===== config.mk =====
export PLATFORM = sky130hd
export DESIGN_NAME = css_top
export DESIGN_NICKNAME = d
export VERILOG_FILES = /design/src/core/css_pkg.sv /design/src/core/css_if.sv /design/src/core/css_crc.sv /design/src/core/css_top.sv
export SDC_FILE = /design/constraint.sdc
export NUM_CORES = 1
export LEC_CHECK = 0
export BUFFER_PORTS_ARGS = -buffer_cell sky130_fd_sc_hd__buf_2
export CAP_MARGIN = 20
export CORE_UTILIZATION = 25
export CTS_BUF_LIST = sky130_fd_sc_hd__clkbuf_16
export DETAILED_ROUTE_END_ITERATION = 8
export GPL_TIMING_DRIVEN = 0
export PLACE_DENSITY_LB_ADDON = 0.3
export SLEW_MARGIN = 30
export SYNTH_ARGS = -nofsm -noshare
export SYNTH_HDL_FRONTEND = slang
export SYNTH_SLANG_ARGS = --single-unit

===== constraint.sdc =====
create_clock -name pclk -period 8.74 [get_ports pclk]
set_input_delay 0.874 -clock pclk [delete_from_list [all_inputs] [get_ports pclk]]
set_output_delay 0.874 -clock pclk [all_outputs]
set_load 0.01 [all_outputs]

===== src/core/css_pkg.sv =====
// Summary of operation
// - with integrity check on, compute CRC over image, compare, refuse done on mismatch
// - with integrity check off, source sends constant; device skips CRC calculation
// - monitor power-down option keeps system monitor powered off
// - test-port lockout blocks boundary-scan access after configuration finishes
// - monitor test access: enabled, disabled, or status-only
// - port select routes internal config port traffic top or bottom (auto, top, bottom)
// - active reconfig suppresses global fabric hold and global set/reset
// - security none, level one, level two; level one disables readback
// - done raised in selectable phase 1..6, default 4, or keep
// - done pipeline option delays done beyond its phase
// - tristate hold released in phase 1..6, done phase or keep; default 5
// - global write enable asserted in phase 1..6, done phase or keep; default 6
// - block RAM reads and writes blocked until write enable phase
// - lock-wait phase 0..6 stalls sequencer until all clock managers lock
// - no-wait lock setting advances without checking lock
// - impedance-match phase stalls until match; auto uses 2 if calibrated I/O present
// - with error signalling on, drive error pin low on configuration error
package css_pkg;
    // ========================================
    // register map
    localparam logic [11:0] CSS_ADDR_CTRL = 12'h000;
    localparam logic [11:0] CSS_ADDR_OPT = 12'h004;
    localparam logic [11:0] CSS_ADDR_PHASE = 12'h008;
    localparam logic [11:0] CSS_ADDR_DATA = 12'h00c;
    localparam logic [11:0] CSS_ADDR_CRC = 12'h010;
    localparam logic [11:0] CSS_ADDR_STATUS = 12'h014;
    localparam logic [11:0] CSS_ADDR_CALC = 12'h018;
    // ctrl bits
    localparam int CTRL_START = 0;
    localparam int CTRL_CLEAR = 1;
    // opt bits
    localparam int OPT_CRC_EN = 0;
    localparam int OPT_MON_PD = 1;
    localparam int OPT_JTAG_LOCK = 2;
    localparam int OPT_MON_ACC_LO = 3;
    localparam int OPT_PORT_LO = 5;
    localparam int OPT_ACT_RECFG = 7;
    localparam int OPT_SEC_LO = 8;
    localparam int OPT_DONE_PIPE = 10;
    localparam int OPT_ERR_SIG = 11;
    localparam int OPT_DCI_PRESENT = 12;
    localparam logic [31:0] OPT_RESET = 32'h0000_0801;
    // phase select fields, 4 bits each
    localparam int PH_DONE_LO = 0;
    localparam int PH_TRI_LO = 4;
    localparam int PH_WE_LO = 8;
    localparam int PH_LOCK_LO = 12;
    localparam int PH_MATCH_LO = 16;
    localparam logic [31:0] PHASE_RESET = 32'h000f_f654;
    // phase codes
    localparam logic [3:0] PH_CODE_DONE = 4'h7;
    localparam logic [3:0] PH_CODE_KEEP = 4'h8;
    localparam logic [3:0] PH_CODE_AUTO = 4'he;
    localparam logic [3:0] PH_CODE_NO_WAIT_SETTING = 4'hf;
    localparam logic [3:0] PH_LAST = 4'h7;
    localparam logic [3:0] PH_AUTO_MATCH = 4'h2;
    localparam logic [2:0] DONE_PIPE_LEN = 3'h2;
    localparam logic [31:0] CRC_INIT = 32'hffff_ffff;
    localparam logic [31:0] CRC_POLY = 32'h04c1_1db7;
    localparam logic [31:0] CRC_FIXED = 32'hdefc_defc;
    // enumerations
    localparam logic [1:0] MON_ENABLE = 2'h0;
    localparam logic [1:0] MON_DISABLE = 2'h1;
    localparam logic [1:0] MON_STATUS_ONLY = 2'h2;
    localparam logic [1:0] PORT_AUTO = 2'h0;
    localparam logic [1:0] PORT_TOP = 2'h1;
    localparam logic [1:0] PORT_BOTTOM = 2'h2;
    localparam logic [1:0] SEC_NONE = 2'h0;
    localparam logic [1:0] SEC_LEVEL_ONE = 2'h1;
    localparam logic [1:0] SEC_LEVEL_TWO = 2'h2;
    typedef enum logic [1:0] {CSS_IDLE, CSS_LOAD, CSS_STARTUP, CSS_FINISHED} css_state_t;
endpackage


===== src/core/css_if.sv =====
`timescale 1ns/1ps
// crc engine link between the control and the checker
interface css_crc_if;
    logic clear;
    logic word_valid;
    logic [31:0] word;
    logic [31:0] crc;
    modport ctrl (output clear, output word_valid, output word, input crc);
    modport eng (input clear, input word_valid, input word, output crc);
endinterface


===== src/core/css_crc.sv =====
`timescale 1ns/1ps
module css_crc (
    input wire logic pclk,
    input wire logic presetn,
    css_crc_if.eng bus
);
    logic [31:0] next_crc;
    logic [31:0] crc;

    // ========================================
    // bitwise crc32 over one word per clock
    always_comb begin
        logic [31:0] c;
        c = crc;
        for (int i = 31; i >= 0; i--) begin
            if (c[31] ^ bus.word[i]) begin
                c = {c[30:0], 1'b0} ^ css_pkg::CRC_POLY;
            end else begin
                c = {c[30:0], 1'b0};
            end
        end
        next_crc = crc;
        if (bus.clear) begin
            next_crc = css_pkg::CRC_INIT;
        end else if (bus.word_valid) begin
            next_crc = c;
        end
    end

    always_ff @(posedge pclk or negedge presetn) begin
        if (!presetn) begin
            crc <= css_pkg::CRC_INIT;
        end else begin
            crc <= next_crc;
        end
    end

    assign bus.crc = crc;
endmodule


===== src/core/css_top.sv =====
// Added by the designer: the APB register port and the register offsets.
`timescale 1ns/1ps
module css_top (
    input wire logic pclk,
    input wire logic presetn,
    input wire logic psel,
    input wire logic penable,
    input wire logic pwrite,
    input wire logic [11:0] paddr,
    input wire logic [31:0] pwdata,
    output logic [31:0] prdata,
    output logic pready,
    output logic pslverr,
    input wire logic clock_manager_lock,
    input wire logic impedance_match,
    output logic done,
    output logic config_error_n,
    output logic global_tristate_hold,
    output logic global_write_enable,
    output logic bram_access_enable,
    output logic global_fabric_hold,
    output logic global_set_reset,
    output logic monitor_power_down,
    output logic boundary_scan_lock,
    output logic monitor_access_en,
    output logic monitor_status_only,
    output logic port_top_sel,
    output logic port_bottom_sel,
    output logic readback_enable
);
    // ========================================
    // pin synchronisers
    logic [1:0] lock_sync;
    logic [1:0] match_sync;
    always_ff @(posedge pclk or negedge presetn) begin
        if (!presetn) begin
            lock_sync <= 2'h0;
            match_sync <= 2'h0;
        end else begin
            lock_sync <= {lock_sync[0], clock_manager_lock};
            match_sync <= {match_sync[0], impedance_match};
        end
    end
    wire lock_ok = lock_sync[1];
    wire match_ok = match_sync[1];

    // ========================================
    // state
    css_pkg::css_state_t state, next_state;
    logic [31:0] opt, next_opt;
    logic [31:0] phsel, next_phsel;
    logic [31:0] img_crc, next_img_crc;
    logic [3:0] phase, next_phase;
    logic [2:0] pipe_cnt, next_pipe_cnt;
    logic crc_err, next_crc_err;
    logic done_r, next_done;
    logic tri_rel, next_tri_rel;
    logic we_on, next_we_on;
    logic err_n, next_err_n;
    logic [31:0] rdata, next_rdata;
    logic rdy, next_rdy;
    logic slverr, next_slverr;

    css_crc_if crc_bus();
    css_crc u_crc (
        .pclk(pclk),
        .presetn(presetn),
        .bus(crc_bus)
    );

    wire setup = psel && !penable;
    // writes land on the access edge at which pready is seen high
    wire wr = psel && penable && pready && pwrite;
    wire rd = setup && !pwrite;
    wire ctrl_wr = wr && (paddr == css_pkg::CSS_ADDR_CTRL);
    wire start = ctrl_wr && pwdata[css_pkg::CTRL_START];
    wire clear = ctrl_wr && pwdata[css_pkg::CTRL_CLEAR];
    wire data_wr = wr && (paddr == css_pkg::CSS_ADDR_DATA) && (state == css_pkg::CSS_LOAD);
    wire crc_en = opt[css_pkg::OPT_CRC_EN];

    assign crc_bus.clear = clear;
    assign crc_bus.word_valid = data_wr && crc_en;
    assign crc_bus.word = pwdata;

    wire [3:0] ph_done = phsel[css_pkg::PH_DONE_LO +: 4];
    wire [3:0] ph_tri = phsel[css_pkg::PH_TRI_LO +: 4];
    wire [3:0] ph_we = phsel[css_pkg::PH_WE_LO +: 4];
    wire [3:0] ph_lock = phsel[css_pkg::PH_LOCK_LO +: 4];
    wire [3:0] ph_match_raw = phsel[css_pkg::PH_MATCH_LO +: 4];
    logic [3:0] ph_match;
    always_comb begin
        ph_match = ph_match_raw;
        if (ph_match_raw == css_pkg::PH_CODE_AUTO) begin
            ph_match = opt[css_pkg::OPT_DCI_PRESENT] ? css_pkg::PH_AUTO_MATCH
                : css_pkg::PH_CODE_NO_WAIT_SETTING;
        end
    end

    // ========================================
    // sequencer and register next values
    always_comb begin
        logic stall;
        logic done_now;
        stall = 1'b0;
        done_now = 1'b0;
        next_state = state;
        next_opt = opt;
        next_phsel = phsel;
        next_img_crc = img_crc;
        next_phase = phase;
        next_pipe_cnt = pipe_cnt;
        next_crc_err = crc_err;
        next_done = done_r;
        next_tri_rel = tri_rel;
        next_we_on = we_on;
        next_err_n = err_n;
        next_rdy = setup;
        next_slverr = 1'b0;
        next_rdata = 32'h0;
        if (wr && state == css_pkg::CSS_IDLE) begin
            if (paddr == css_pkg::CSS_ADDR_OPT) next_opt = pwdata;
            if (paddr == css_pkg::CSS_ADDR_PHASE) next_phsel = pwdata;
        end
        if (wr && paddr == css_pkg::CSS_ADDR_CRC && state == css_pkg::CSS_LOAD) begin
            next_img_crc = pwdata;
        end
        if (setup && paddr > css_pkg::CSS_ADDR_CALC) next_slverr = 1'b1;
        if (rd) begin
            case (paddr)
                css_pkg::CSS_ADDR_OPT: next_rdata = opt;
                css_pkg::CSS_ADDR_PHASE: next_rdata = phsel;
                css_pkg::CSS_ADDR_CRC: next_rdata = img_crc;
                css_pkg::CSS_ADDR_STATUS: next_rdata = {22'h0, state, phase,
                    done_r, tri_rel, we_on, crc_err};
                css_pkg::CSS_ADDR_CALC: next_rdata = crc_bus.crc;
                default: next_rdata = 32'h0;
            endcase
        end
        case (state)
            css_pkg::CSS_IDLE: begin
                if (start) next_state = css_pkg::CSS_LOAD;
            end
            css_pkg::CSS_LOAD: begin
                if (start) begin
                    if (crc_en && crc_bus.crc != img_crc) begin
                        next_crc_err = 1'b1;
                        if (opt[css_pkg::OPT_ERR_SIG]) next_err_n = 1'b0;
                        next_state = css_pkg::CSS_FINISHED;
                    end else begin
                        next_state = css_pkg::CSS_STARTUP;
                        next_phase = 4'h0;
                    end
                end
            end
            css_pkg::CSS_STARTUP: begin
                if (ph_lock == phase && !lock_ok) stall = 1'b1;
                if (ph_match == phase && !match_ok) stall = 1'b1;
                done_now = (ph_done == phase) && !stall;
                if (done_now) begin
                    next_pipe_cnt = opt[css_pkg::OPT_DONE_PIPE] ? css_pkg::DONE_PIPE_LEN
                        : 3'h0;
                    if (!opt[css_pkg::OPT_DONE_PIPE]) next_done = 1'b1;
                end else if (pipe_cnt != 3'h0) begin
                    next_pipe_cnt = pipe_cnt - 3'h1;
                    if (pipe_cnt == 3'h1) next_done = 1'b1;
                end
                if (!stall) begin
                    if (ph_tri == phase || (ph_tri == css_pkg::PH_CODE_DONE && done_now))
                        next_tri_rel = 1'b1;
                    if (ph_we == phase || (ph_we == css_pkg::PH_CODE_DONE && done_now))
                        next_we_on = 1'b1;
                    if (phase == css_pkg::PH_LAST) begin
                        if (pipe_cnt == 3'h0 && !done_now) next_state = css_pkg::CSS_FINISHED;
                    end else begin
                        next_phase = phase + 4'h1;
                    end
                end
            end
            css_pkg::CSS_FINISHED: begin
                if (clear) begin
                    next_state = css_pkg::CSS_IDLE;
                    next_done = 1'b0;
                    next_tri_rel = 1'b0;
                    next_we_on = 1'b0;
                    next_crc_err = 1'b0;
                    next_err_n = 1'b1;
                    next_phase = 4'h0;
                end
            end
            default: next_state = css_pkg::CSS_IDLE;
        endcase
    end

    always_ff @(posedge pclk or negedge presetn) begin
        if (!presetn) begin
            state <= css_pkg::CSS_IDLE;
            opt <= css_pkg::OPT_RESET;
            phsel <= css_pkg::PHASE_RESET;
            img_crc <= css_pkg::CRC_FIXED;
            phase <= 4'h0;
            pipe_cnt <= 3'h0;
            crc_err <= 1'b0;
            done_r <= 1'b0;
            tri_rel <= 1'b0;
            we_on <= 1'b0;
            err_n <= 1'b1;
            rdata <= 32'h0;
            rdy <= 1'b0;
            slverr <= 1'b0;
        end else begin
            state <= next_state;
            opt <= next_opt;
            phsel <= next_phsel;
            img_crc <= next_img_crc;
            phase <= next_phase;
            pipe_cnt <= next_pipe_cnt;
            crc_err <= next_crc_err;
            done_r <= next_done;
            tri_rel <= next_tri_rel;
            we_on <= next_we_on;
            err_n <= next_err_n;
            rdata <= next_rdata;
            rdy <= next_rdy;
            slverr <= next_slverr;
        end
    end

    // ========================================
    // registered outputs
    always_ff @(posedge pclk or negedge presetn) begin
        if (!presetn) begin
            prdata <= 32'h0;
            pready <= 1'b0;
            pslverr <= 1'b0;
            done <= 1'b0;
            config_error_n <= 1'b1;
            global_tristate_hold <= 1'b1;
            global_write_enable <= 1'b0;
            bram_access_enable <= 1'b0;
            global_fabric_hold <= 1'b0;
            global_set_reset <= 1'b0;
            monitor_power_down <= 1'b0;
            boundary_scan_lock <= 1'b0;
            monitor_access_en <= 1'b1;
            monitor_status_only <= 1'b0;
            port_top_sel <= 1'b1;
            port_bottom_sel <= 1'b0;
            readback_enable <= 1'b1;
        end else begin
            prdata <= next_rdata;
            pready <= next_rdy;
            pslverr <= next_slverr;
            done <= next_done;
            config_error_n <= next_err_n;
            global_tristate_hold <= !next_tri_rel;
            global_write_enable <= next_we_on;
            bram_access_enable <= next_we_on;
            global_fabric_hold <= (next_state == css_pkg::CSS_LOAD)
                && !opt[css_pkg::OPT_ACT_RECFG];
            global_set_reset <= (next_state == css_pkg::CSS_LOAD)
                && !opt[css_pkg::OPT_ACT_RECFG];
            monitor_power_down <= opt[css_pkg::OPT_MON_PD];
            boundary_scan_lock <= opt[css_pkg::OPT_JTAG_LOCK]
                && (next_state == css_pkg::CSS_FINISHED);
            monitor_access_en <= opt[css_pkg::OPT_MON_ACC_LO +: 2] != css_pkg::MON_DISABLE;
            monitor_status_only <= opt[css_pkg::OPT_MON_ACC_LO +: 2]
                == css_pkg::MON_STATUS_ONLY;
            port_top_sel <= opt[css_pkg::OPT_PORT_LO +: 2] != css_pkg::PORT_BOTTOM;
            port_bottom_sel <= opt[css_pkg::OPT_PORT_LO +: 2] == css_pkg::PORT_BOTTOM;
            readback_enable <= opt[css_pkg::OPT_SEC_LO +: 2] == css_pkg::SEC_NONE;
        end
    end

    // ========================================
    // checks
    a_crc_refuse: assert property (@(posedge pclk) disable iff (!presetn)
        state == css_pkg::CSS_LOAD && start && crc_en && crc_bus.crc != img_crc
        |=> state == css_pkg::CSS_FINISHED && !done_r)
        else $error("crc mismatch did not refuse");
    a_crc_skip: assert property (@(posedge pclk) disable iff (!presetn)
        !crc_en |=> $stable(crc_bus.crc) || $past(clear))
        else $error("crc ran while disabled");
    a_phase_step: assert property (@(posedge pclk) disable iff (!presetn)
        state == css_pkg::CSS_STARTUP && phase != css_pkg::PH_LAST
        |=> phase == $past(phase) + 4'h1 || phase == $past(phase))
        else $error("phase skipped");
    a_lock_stall: assert property (@(posedge pclk) disable iff (!presetn)
        state == css_pkg::CSS_STARTUP && ph_lock == phase && !lock_ok
        |=> phase == $past(phase))
        else $error("no stall for lock");
    a_match_stall: assert property (@(posedge pclk) disable iff (!presetn)
        state == css_pkg::CSS_STARTUP && ph_match == phase && !match_ok
        |=> phase == $past(phase))
        else $error("no stall for match");
    a_done_phase: assert property (@(posedge pclk) disable iff (!presetn)
        $rose(done_r) |-> opt[css_pkg::OPT_DONE_PIPE] || $past(phase) == ph_done)
        else $error("done in wrong phase");
    a_bram_gate: assert property (@(posedge pclk) disable iff (!presetn)
        !we_on |-> !bram_access_enable && !global_write_enable)
        else $error("bram opened early");
    a_err_pin: assert property (@(posedge pclk) disable iff (!presetn)
        $rose(crc_err) && opt[css_pkg::OPT_ERR_SIG] |=> !config_error_n)
        else $error("error pin not low");
endmodule


==> run_results.csv, run 1 <==
group,metric,value,unit
status,status,"finished, final reports clean",
grt,top_usage_layer,"met2",
layout,area_growth,16.0,%
route,drc,0,
clocking,post_cts_resized,0,
grt,antenna_found_initial,0,
setup_path,cp-end-kind,"flop",
placement,gp_congestion,0.898,
layout,finish.utilization,0.296,
power,vdd_ir_drop_max,0.000331,V
grt,grt_pass1_vias,8049,
timing,fin_crit,4.66,ns
clocking,clock_path_buffers,2,
synthesis,yosysMostFrequentCell,"xnor2_1",
route,drt_iter0_drc,705,
synthesis,synth-seq-cells,189,
clocking,cts_tree,"yes",
setup_path,cp.arrival,5.04,ns
grt,grt_max_degree,82,
route,post_drt_wl_per_cell,21.5,um
grt,grt_use_met3,0.0220,
layout,diodes,0,
die,initial_core_util,0.255,
route,drt-pass1-iter-count,6,
synthesis,synthDistinctLibCells,51,
synthesis,synthTopCellsByCount,"xnor2_1 (161), dfrtp_1 (113), mux2_2 (107)",
synthesis,syn_avg_cell_area,12.2,sq um
timing,setup_tns,0,ns
synthesis,synth_top_area_share,0.243,
synthesis,yosys.area.top_type,"dfrtp_1",
worst_hold_path,hold_path_class,"in -> async",
route,dr_total_vias,7933,
timing,fin_ws,4.08,ns
clocking,worstSkewPairLatency,0.46,ns
synthesis,synth_area_leaders,"dfrtp_1 (24%), dfstp_2 (17%), xnor2_1 (12%), mux2_2 (10%), xnor3_1 (7.4%)",
timing,final-setup-viol-count,0,
die,fp-row-count,78,
clocking,clkTransAtPathRegs,0.08,ns
timing,worst_hold_slack,0.274,ns
timing,clock_skew,0.0143,ns
setup_path,cp.required,9.12,ns
synthesis,synth_edf_count,0,
clocking,postCtsHoldBufs,0,
die,die_w,218,um
grt,overflow,0,
route,drtAntennaViolNets,0,
synthesis,yosysWarnings,0,
route,drt_wl_total,36200,um
clocking,cts_sinks,189,
die,fp.dieArea,47300,sq um
clocking,cts_setup_buffers,0,
grt,grt_pass1_wl,54300,um
die,core_region_area,45600,sq um
synthesis,yosysSeqAreaShare,0.415,
placement,portBuffers,97,
setup_path,path_class,"reg -> reg",
clocking,cts_buffers,17,
power,p_per_area,376,nW/um^2
timing,worst_slew_pin_slew,0.970,ns
grt,grtUsageMet1,0.211,
clocking,root_buffer,"clkbuf_16",
synthesis,syn_inst,950,
layout,final_layout_size_suffix_gt1_frac,0.327,
power,leakage,5.97,nW
timing,fmax,215,MHz
synthesis,syn_area,11600,sq um
flow_run,drv_cap,0,
layout,stdcell_area,13500,sq um
die,ios,99,
timing,slew_violations,0,
timing,period_share,0.533,
placement,dpl_cell_area,12900,sq um
timing,relSlewSlack,0.349,
placement,post-dp-hpwl,27900,um
timing,hold_violations,0,
route,viasPerCell,4.72,
setup_path,crit_fanout,6,
setup_path,start_kind,"flop",
grt,grt_use_total,0.157,
synthesis,synth-main-ff-cell,"dfrtp_1",
synthesis,ys_async_sr_fraction,1.00,
layout,fin_nets,1123,
clocking,htree_levels,4,
synthesis,syn-num-nets,1005,
die,die_height,218,um
timing,rsz0062_at_grt,"false",
grt,met2_usage,0.265,
placement,post-place-ws,3.72,ns
## cell type report
cell class | count | area, sq um
Buffer | 48 | 198
Clock buffer | 17 | 425
Clock inverter | 15 | 116
Fill cell | 4665 | 32100
Inverter | 6 | 22.5
Multi-Input combinational cell | 707 | 6580
Sequential cell | 189 | 4820
Tap cell | 600 | 751
Timing Repair Buffer | 99 | 551
## cell families after synthesis
logic type / Yosys count / synth area share
flip-flops: 189 / 0.415
XOR/XNOR: 309 / 0.316
buffers and inverters: 54 / 0.0189
AND/OR/NAND/NOR: 150 / 0.0629
multiplexers: 108 / 0.105
adder cells (fa/ha/maj): 4 / 0.00431
AO/OA/AOI/OAI: 136 / 0.0775
## metrics by stage
stage	power (mW)	std cells
floorplan	3.54	950
global placement	4.30	1647
detailed placement	4.26	1649
CTS	5.05	1681
global route	5.27	1681
finish	5.06	1681
## path summary, 6_finish.rpt
path / from / endpoint / slack (ns) / cells after the start
worst max-delay path: u_crc.bus.crc[28] / u_crc.bus.crc[7] / 4.08 / 9
worst min-delay path: presetn / opt[28] / 0.27 / 1
worst max register to register: u_crc.bus.crc[28] / u_crc.bus.crc[7] / 4.08 / 9
worst min register to register: lock_sync[0] / lock_sync[1] / 0.36 / 0
max in group asynchronous: presetn / global_tristate_hold / 7.25 / 3
min in group pclk: lock_sync[0] / lock_sync[1] / 0.36 / 0
## worst max-delay path, stage by stage (launching register included)
cell      delay [ns]
dfstp_2         0.52
clkbuf_4        0.17
xor2_2          0.27
xnor3_1         0.70
xnor2_2         0.29
xnor2_1         0.72
xor3_1          0.67
xnor2_1         0.57
xnor3_1         0.51
a21oi_1         0.15
## sequential cells by signal, summed over array words and instances, names as in the netlist, 2 cells and up
signal         flops
img_crc           32
opt               32
phsel             32
prdata            32
u_crc.bus.crc     32
phase              4
pipe_cnt           3
lock_sync          2
match_sync         2
state              2
## cell usage in the layout, fill, tap and decap left out, drive strengths merged, types with 2 or more instances in the layout
cell	netlist	routed
dfstp	76	76
clkbuf	38	55
nand3b	4	4
a22oi	21	21
nor2	48	48
xor3	6	6
a21oi	67	67
nand4	10	10
nor3b	5	5
nor3	4	4
ha	4	4
clkinv	0	4
mux2	107	107
a222oi	22	22
a22o	2	2
and3	6	6
buf	10	109
nand2	39	39
inv	6	15
nor2b	6	6
xor2	79	79
nand3	4	4
nand2b	4	4
xnor3	46	46
o21ai	11	11
o22a	5	5
and2	2	2
xnor2	178	178
clkinvlp	0	2
dfrtp	113	113
nor4	10	10
or3	3	3
nand4b	3	3
## per-layer routing
layer,routed length (um),vias to the layer above,share of wire
met1,16300,4134,0.45
met2,18100,209,0.50
met3,1460,24,0.040
met5,0,-,0
li1,-,3566,-
met4,411,0,0.011
## where the power goes
part	switching, mW	internal [mW]
sequential	0.000718	0.877
clock	0.374	0.370
combinational	1.72	1.71
(Power assumes the default switching activity.)
==> inputs of run 2 (changes only) <==
- clock period: 8.74 -> 4.4 ns (I/O delays scaled with it)
==> run 2 against run 1 <==
Net effect: cell area is 0.42% higher; largest cell class unchanged; sequential cell count is the same; highest routed layer unchanged; hold slack lost 0.18 ns; clock power grew 99%; sequential power increased by 98%; via count about the same; combinational power up 100%; total power increased by 100%; critical endpoint is now u_crc.bus.crc[13].
==> run_results.csv, run 2 (synthesized netlist as in run 1, its figures left out) <==
group,metric,value,unit
grt,antenna_found_initial,0,
die,core_region_area,45600,sq um
status,status,"finished, final reports clean",
clocking,clock_path_buffers,2,
grt,grt_use_total,0.157,
setup_path,cp-end-kind,"flop",
clocking,root_buffer,"clkbuf_16",
grt,grt_pass1_vias,8051,
route,drt_iter0_drc,698,
timing,period_share,0.971,
timing,hold_violations,0,
route,dr_total_vias,7939,
power,leakage,6.00,nW
timing,worst_hold_slack,0.0950,ns
clocking,clkTransAtPathRegs,0.08,ns
timing,worst_slew_pin_slew,0.963,ns
die,fp-row-count,78,
grt,grt_max_degree,82,
layout,area_growth,16.5,%
layout,fin_nets,1125,
placement,portBuffers,97,
layout,finish.utilization,0.297,
grt,overflow,0,
timing,final-setup-viol-count,0,
die,initial_core_util,0.255,
layout,diodes,0,
die,die_w,218,um
grt,met2_usage,0.265,
timing,clock_skew,0.0103,ns
layout,final_common_cell,"xnor2_1",
grt,grt_use_met3,0.0220,
timing,fin_crit,4.27,ns
setup_path,crit_fanout,5,
route,drt-pass1-iter-count,8,
route,drc,0,
placement,post-dp-hpwl,27900,um
die,fp.dieArea,47300,sq um
timing,fmax,234,MHz
power,p_per_area,747,nW/um^2
clocking,worstSkewPairLatency,0.46,ns
grt,grtUsageMet1,0.211,
setup_path,cp.required,4.79,ns
placement,gp_congestion,0.898,
timing,rsz0062_at_grt,"false",
layout,final_layout_size_suffix_gt1_frac,0.332,
setup_path,path_class,"reg -> reg",
worst_hold_path,hold_path_class,"in -> reg",
grt,top_usage_layer,"met2",
die,die_height,218,um
setup_path,cp.arrival,4.66,ns
route,drtAntennaViolNets,0,
route,drt_wl_total,36200,um
flow_run,drv_cap,0,
clocking,cts_buffers,17,
die,ios,99,
clocking,cts_sinks,189,
power,vdd_ir_drop_max,0.000686,V
layout,layout_common_cells,"xnor2_1 (158), dfrtp_1 (113), mux2_2 (107)",
timing,relSlewSlack,0.353,
setup_path,start_kind,"flop",
timing,slew_violations,0,
clocking,cts_tree,"yes",
clocking,htree_levels,4,
route,viasPerCell,4.72,
route,post_drt_wl_per_cell,21.5,um
grt,grt_pass1_wl,54200,um
## run 2: cell types whose count changed in the layout (fill, tap and decap cells not counted), moves of 2 or more
| cell | delta |
|---|---|
| xnor2_1 | -3 |
| xor2_2 | +2 |
| xnor2_2 | +3 |
| xor2_1 | -2 |
## run 2: power by group
part / leakage [nW] / switching, mW / internal (mW)
registers: 2.34 / 0.00143 / 1.74
logic: 3.38 / 3.43 / 3.46
clock network: 0.271 / 0.744 / 0.735
total: 6.00 / 4.17 / 5.94
## run 2: timing repair
item | in CTS | in global routing
hold buffers | 1 | 0
resized for setup | 3 | 3
pin swaps | 0 | 2
endpoints found under the hold margin | 25 | 0
setup buffers | 0 | 1
endpoints found under the setup margin | 6 | 9
gates cloned | 0 | 0
## run 2: layout make-up
| cell class | count | area, sq um |
|---|---|---|
| buffer | 48 | 198 |
| clock buffer | 17 | 425 |
| clock inverter | 15 | 116 |
| fill | 4664 | 32000 |
| inverter | 6 | 22.5 |
| multi-input combinational | 707 | 6620 |
| sequential | 189 | 4820 |
| tap | 600 | 751 |
| timing repair buffer | 101 | 568 |
## run 2: layer usage
| metal | part of all wire | wire length (um) |
|---|---|---|
| met1 | 0.45 | 16200 |
| met2 | 0.50 | 18000 |
| met3 | 0.043 | 1560 |
| met4 | 0.013 | 454 |
| met5 | 0 | 0 |
## run 2: path summary, 6_finish.rpt
check	slack, ns	depth (start not counted)	endpoint	start
worst max register to register	0.13	9	u_crc.bus.crc[13]	u_crc.bus.crc[26]
max in group asynchronous	2.75	4	global_tristate_hold	presetn
worst min register to register	0.36	0	lock_sync[1]	lock_sync[0]
worst min-delay path	0.1	1	match_sync[0]	impedance_match
min in group asynchronous	0.44	2	opt[28]	presetn
worst max-delay path	0.13	9	u_crc.bus.crc[13]	u_crc.bus.crc[26]
## run 2: per-stage QoR
stage	instances	worst slack [ns]	instance area, sq um	TNS, ns	total power, mW
global route	1683	0.0155	13500	0	10.5
floorplan	950	0.659	11600	0	7.03
finish	1683	0.128	13500	0	10.1
CTS	1682	0.00968	13500	0	10.0
detailed placement	1649	-0.227	12900	-0.247	8.47
global placement	1647	-0.421	12800	-43.06	8.54
## run 2: worst max-delay path, stage by stage (launching register included)
cell and delay [ns]:
dfstp_2 0.64, xnor2_2 0.25, xor3_2 0.65, xnor3_2 0.54, xor2_4 0.34, xnor3_2 0.49, xnor2_2 0.20, xnor2_1 0.44
xnor3_1 0.50, a21oi_1 0.16
==> inputs of run 3 (changes only) <==
- REMOVE_ABC_BUFFERS: not set -> 1
==> run 3 against run 2 <==
Net effect: fmax is essentially flat; critical path depth increased by 1; routed wire length fell by 0.57%.
==> run_results.csv, run 3 (synthesized netlist as in run 1, its figures left out) <==
group,metric,value,unit
grt,antenna_found_initial,1,
setup_path,ff2ff_setup_slack,0.14,ns
setup_path,cp.required,4.74,ns
clocking,cts_tree,"yes",
setup_path,cp-end-kind,"flop",
setup_path,start_kind,"input pin",
die,core_region_area,45600,sq um
layout,fin_nets,1096,
grt,grt_use_total,0.156,
power,p_per_area,753,nW/um^2
die,fp-row-count,78,
clocking,cts_sinks,189,
layout,final_layout_size_suffix_gt1_frac,0.365,
route,post_drt_wl_per_cell,21.8,um
setup_path,timing.reg2reg.worst_path_depth,9,
grt,top_usage_layer,"met2",
timing,fin_crit,4.27,ns
layout,diodes,0,
worst_hold_path,min-delay-start,"impedance_match",
placement,dpl_cell_area,13000,sq um
route,drt_iter0_drc,666,
worst_hold_path,hold_path_class,"in -> reg",
layout,final_common_cell,"xnor2_1",
flow_run,drv_cap,0,
timing,clock_skew,0.0124,ns
power,leakage,6.07,nW
timing,rsz0062_at_grt,"true",
clocking,worstSkewPairLatency,0.46,ns
timing,relSlewSlack,0.462,
power,vdd_ir_drop_max,0.000586,V
power,internal-power,6.00,mW
timing,worst_hold_slack,0.0987,ns
die,die_w,218,um
grt,grt_use_met3,0.0325,
timing,worst_slew_pin_slew,0.800,ns
grt,overflow,0,
timing,fmax,234,MHz
power,pwr-share-seq,0.170,
setup_path,crit_fanout,13,
route,drt_wl_total,36000,um
die,die_height,218,um
power,sw_frac_of_total,0.417,
placement,gp_congestion,0.918,
clocking,htree_levels,4,
clocking,cts_buffers,17,
layout,area_growth,17.6,%
route,drtAntennaViolNets,0,
setup_path,path_class,"in -> reg",
setup_path,cp.arrival,4.61,ns
clocking,clock_path_buffers,2,
grt,grt_max_degree,82,
grt,grt_pass1_wl,54000,um
power,netSwitchingPower,4.28,mW
timing,hold_violations,0,
clocking,clkTransAtPathRegs,0.07,ns
grt,grtUsageMet1,0.210,
timing,period_share,0.971,
placement,portBuffers,98,
worst_hold_path,holdPathStages,1,
route,drt-pass1-iter-count,5,
setup_path,worstReg2RegStart,"u_crc.bus.crc[27]",
timing,final-setup-viol-count,0,
worst_hold_path,min_to,"match_sync[0]",
power,power_frac_clock,0.147,
power,p_comb_frac,0.683,
die,fp.dieArea,47300,sq um
setup_path,worst_r2r_endpoint,"u_crc.bus.crc[7]",
grt,met2_usage,0.259,
layout,layout_common_cells,"xnor2_1 (155), dfrtp_1 (113), mux2_2 (107)",
placement,post-dp-hpwl,27300,um
route,drc,0,
die,initial_core_util,0.255,
status,status,"finished, final reports clean",
die,ios,99,
route,viasPerCell,4.69,
grt,grt_pass1_vias,7898,
clocking,root_buffer,"clkbuf_16",
layout,stdcell_area,13700,sq um
route,dr_total_vias,7757,
timing,slew_violations,0,
[run 3: worst max-delay path: stages]
cell     delay [ns]
buf_2          0.09
or4_1          0.55
nor4_1         0.63
and3_1         0.66
nor2b_4        0.52
buf_8          0.23
nor3b_2        0.62
buf_4          0.31
buf_4          0.20
mux2_2         0.35
[run 3: cell type report]
cell class                 count  area [sq um]
multi-input combinational    707          6700
timing repair buffer         120           807
fill                        4643         31900
clock inverter                15           130
tap                          600           751
clock buffer                  17           425
inverter                       6          22.5
sequential                   189          4820
[run 3: worst max path at each step]
stage / from / to / slack, ns / cells past startpoint
2_1_floorplan: paddr[7] / img_crc[0] / -1.20 / 6
3_3_place_gp: paddr[7] / img_crc[30] / -4.96 / 7
3_5_place_dp: paddr[7] / img_crc[29] / -0.33 / 10
4_1_cts: u_crc.bus.crc[28] / u_crc.bus.crc[5] / 0.003 / 8
5_1_grt: u_crc.bus.crc[27] / u_crc.bus.crc[7] / -0.03 / 9
6_report: paddr[7] / img_crc[29] / 0.13 / 10
[run 3: routing by layer]
layer | share of wire | routed length, um | up-vias
met4 | 0.0081 | 291 | 2
met3 | 0.048 | 1740 | 22
met5 | 0.00047 | 17 | -
met1 | 0.45 | 16100 | 4017
li1 | - | - | 3519
met2 | 0.50 | 17800 | 197
[run 3: power groups by stage]
stage	clock, mW	combinational, mW	sequential, mW
2_1_floorplan	0	5.25	1.78
3_3_place_gp	0	6.96	1.78
3_5_place_dp	0	6.90	1.78
4_1_cts	1.56	7.00	1.74
5_1_grt	1.63	7.52	1.74
6_report	1.51	7.03	1.74
[run 3: through the flow]
step                      setup WS (ns)  setup TNS (ns)  std cells  utilization  power, mW
after floorplan                   -1.20          -37.57        902            -       7.02
after global placement            -4.96         -358.72       1600        0.278       8.74
after detailed placement         -0.330           -5.32       1614        0.285       8.67
after CTS                       0.00342               0       1647        0.298       10.3
after global routing            -0.0300         -0.0300       1654        0.300       10.9
final                             0.127               0       1654        0.300       10.3
[run 3: timing repair]
action / CTS / global route
pin swaps: 0 / 3
endpoints found under the hold margin: 35 / 0
cloned: 0 / 0
setup buffers: 0 / 7
hold buffers: 1 / 0
setup endpoints to repair: 4 / 7
resized for setup: 4 / 4
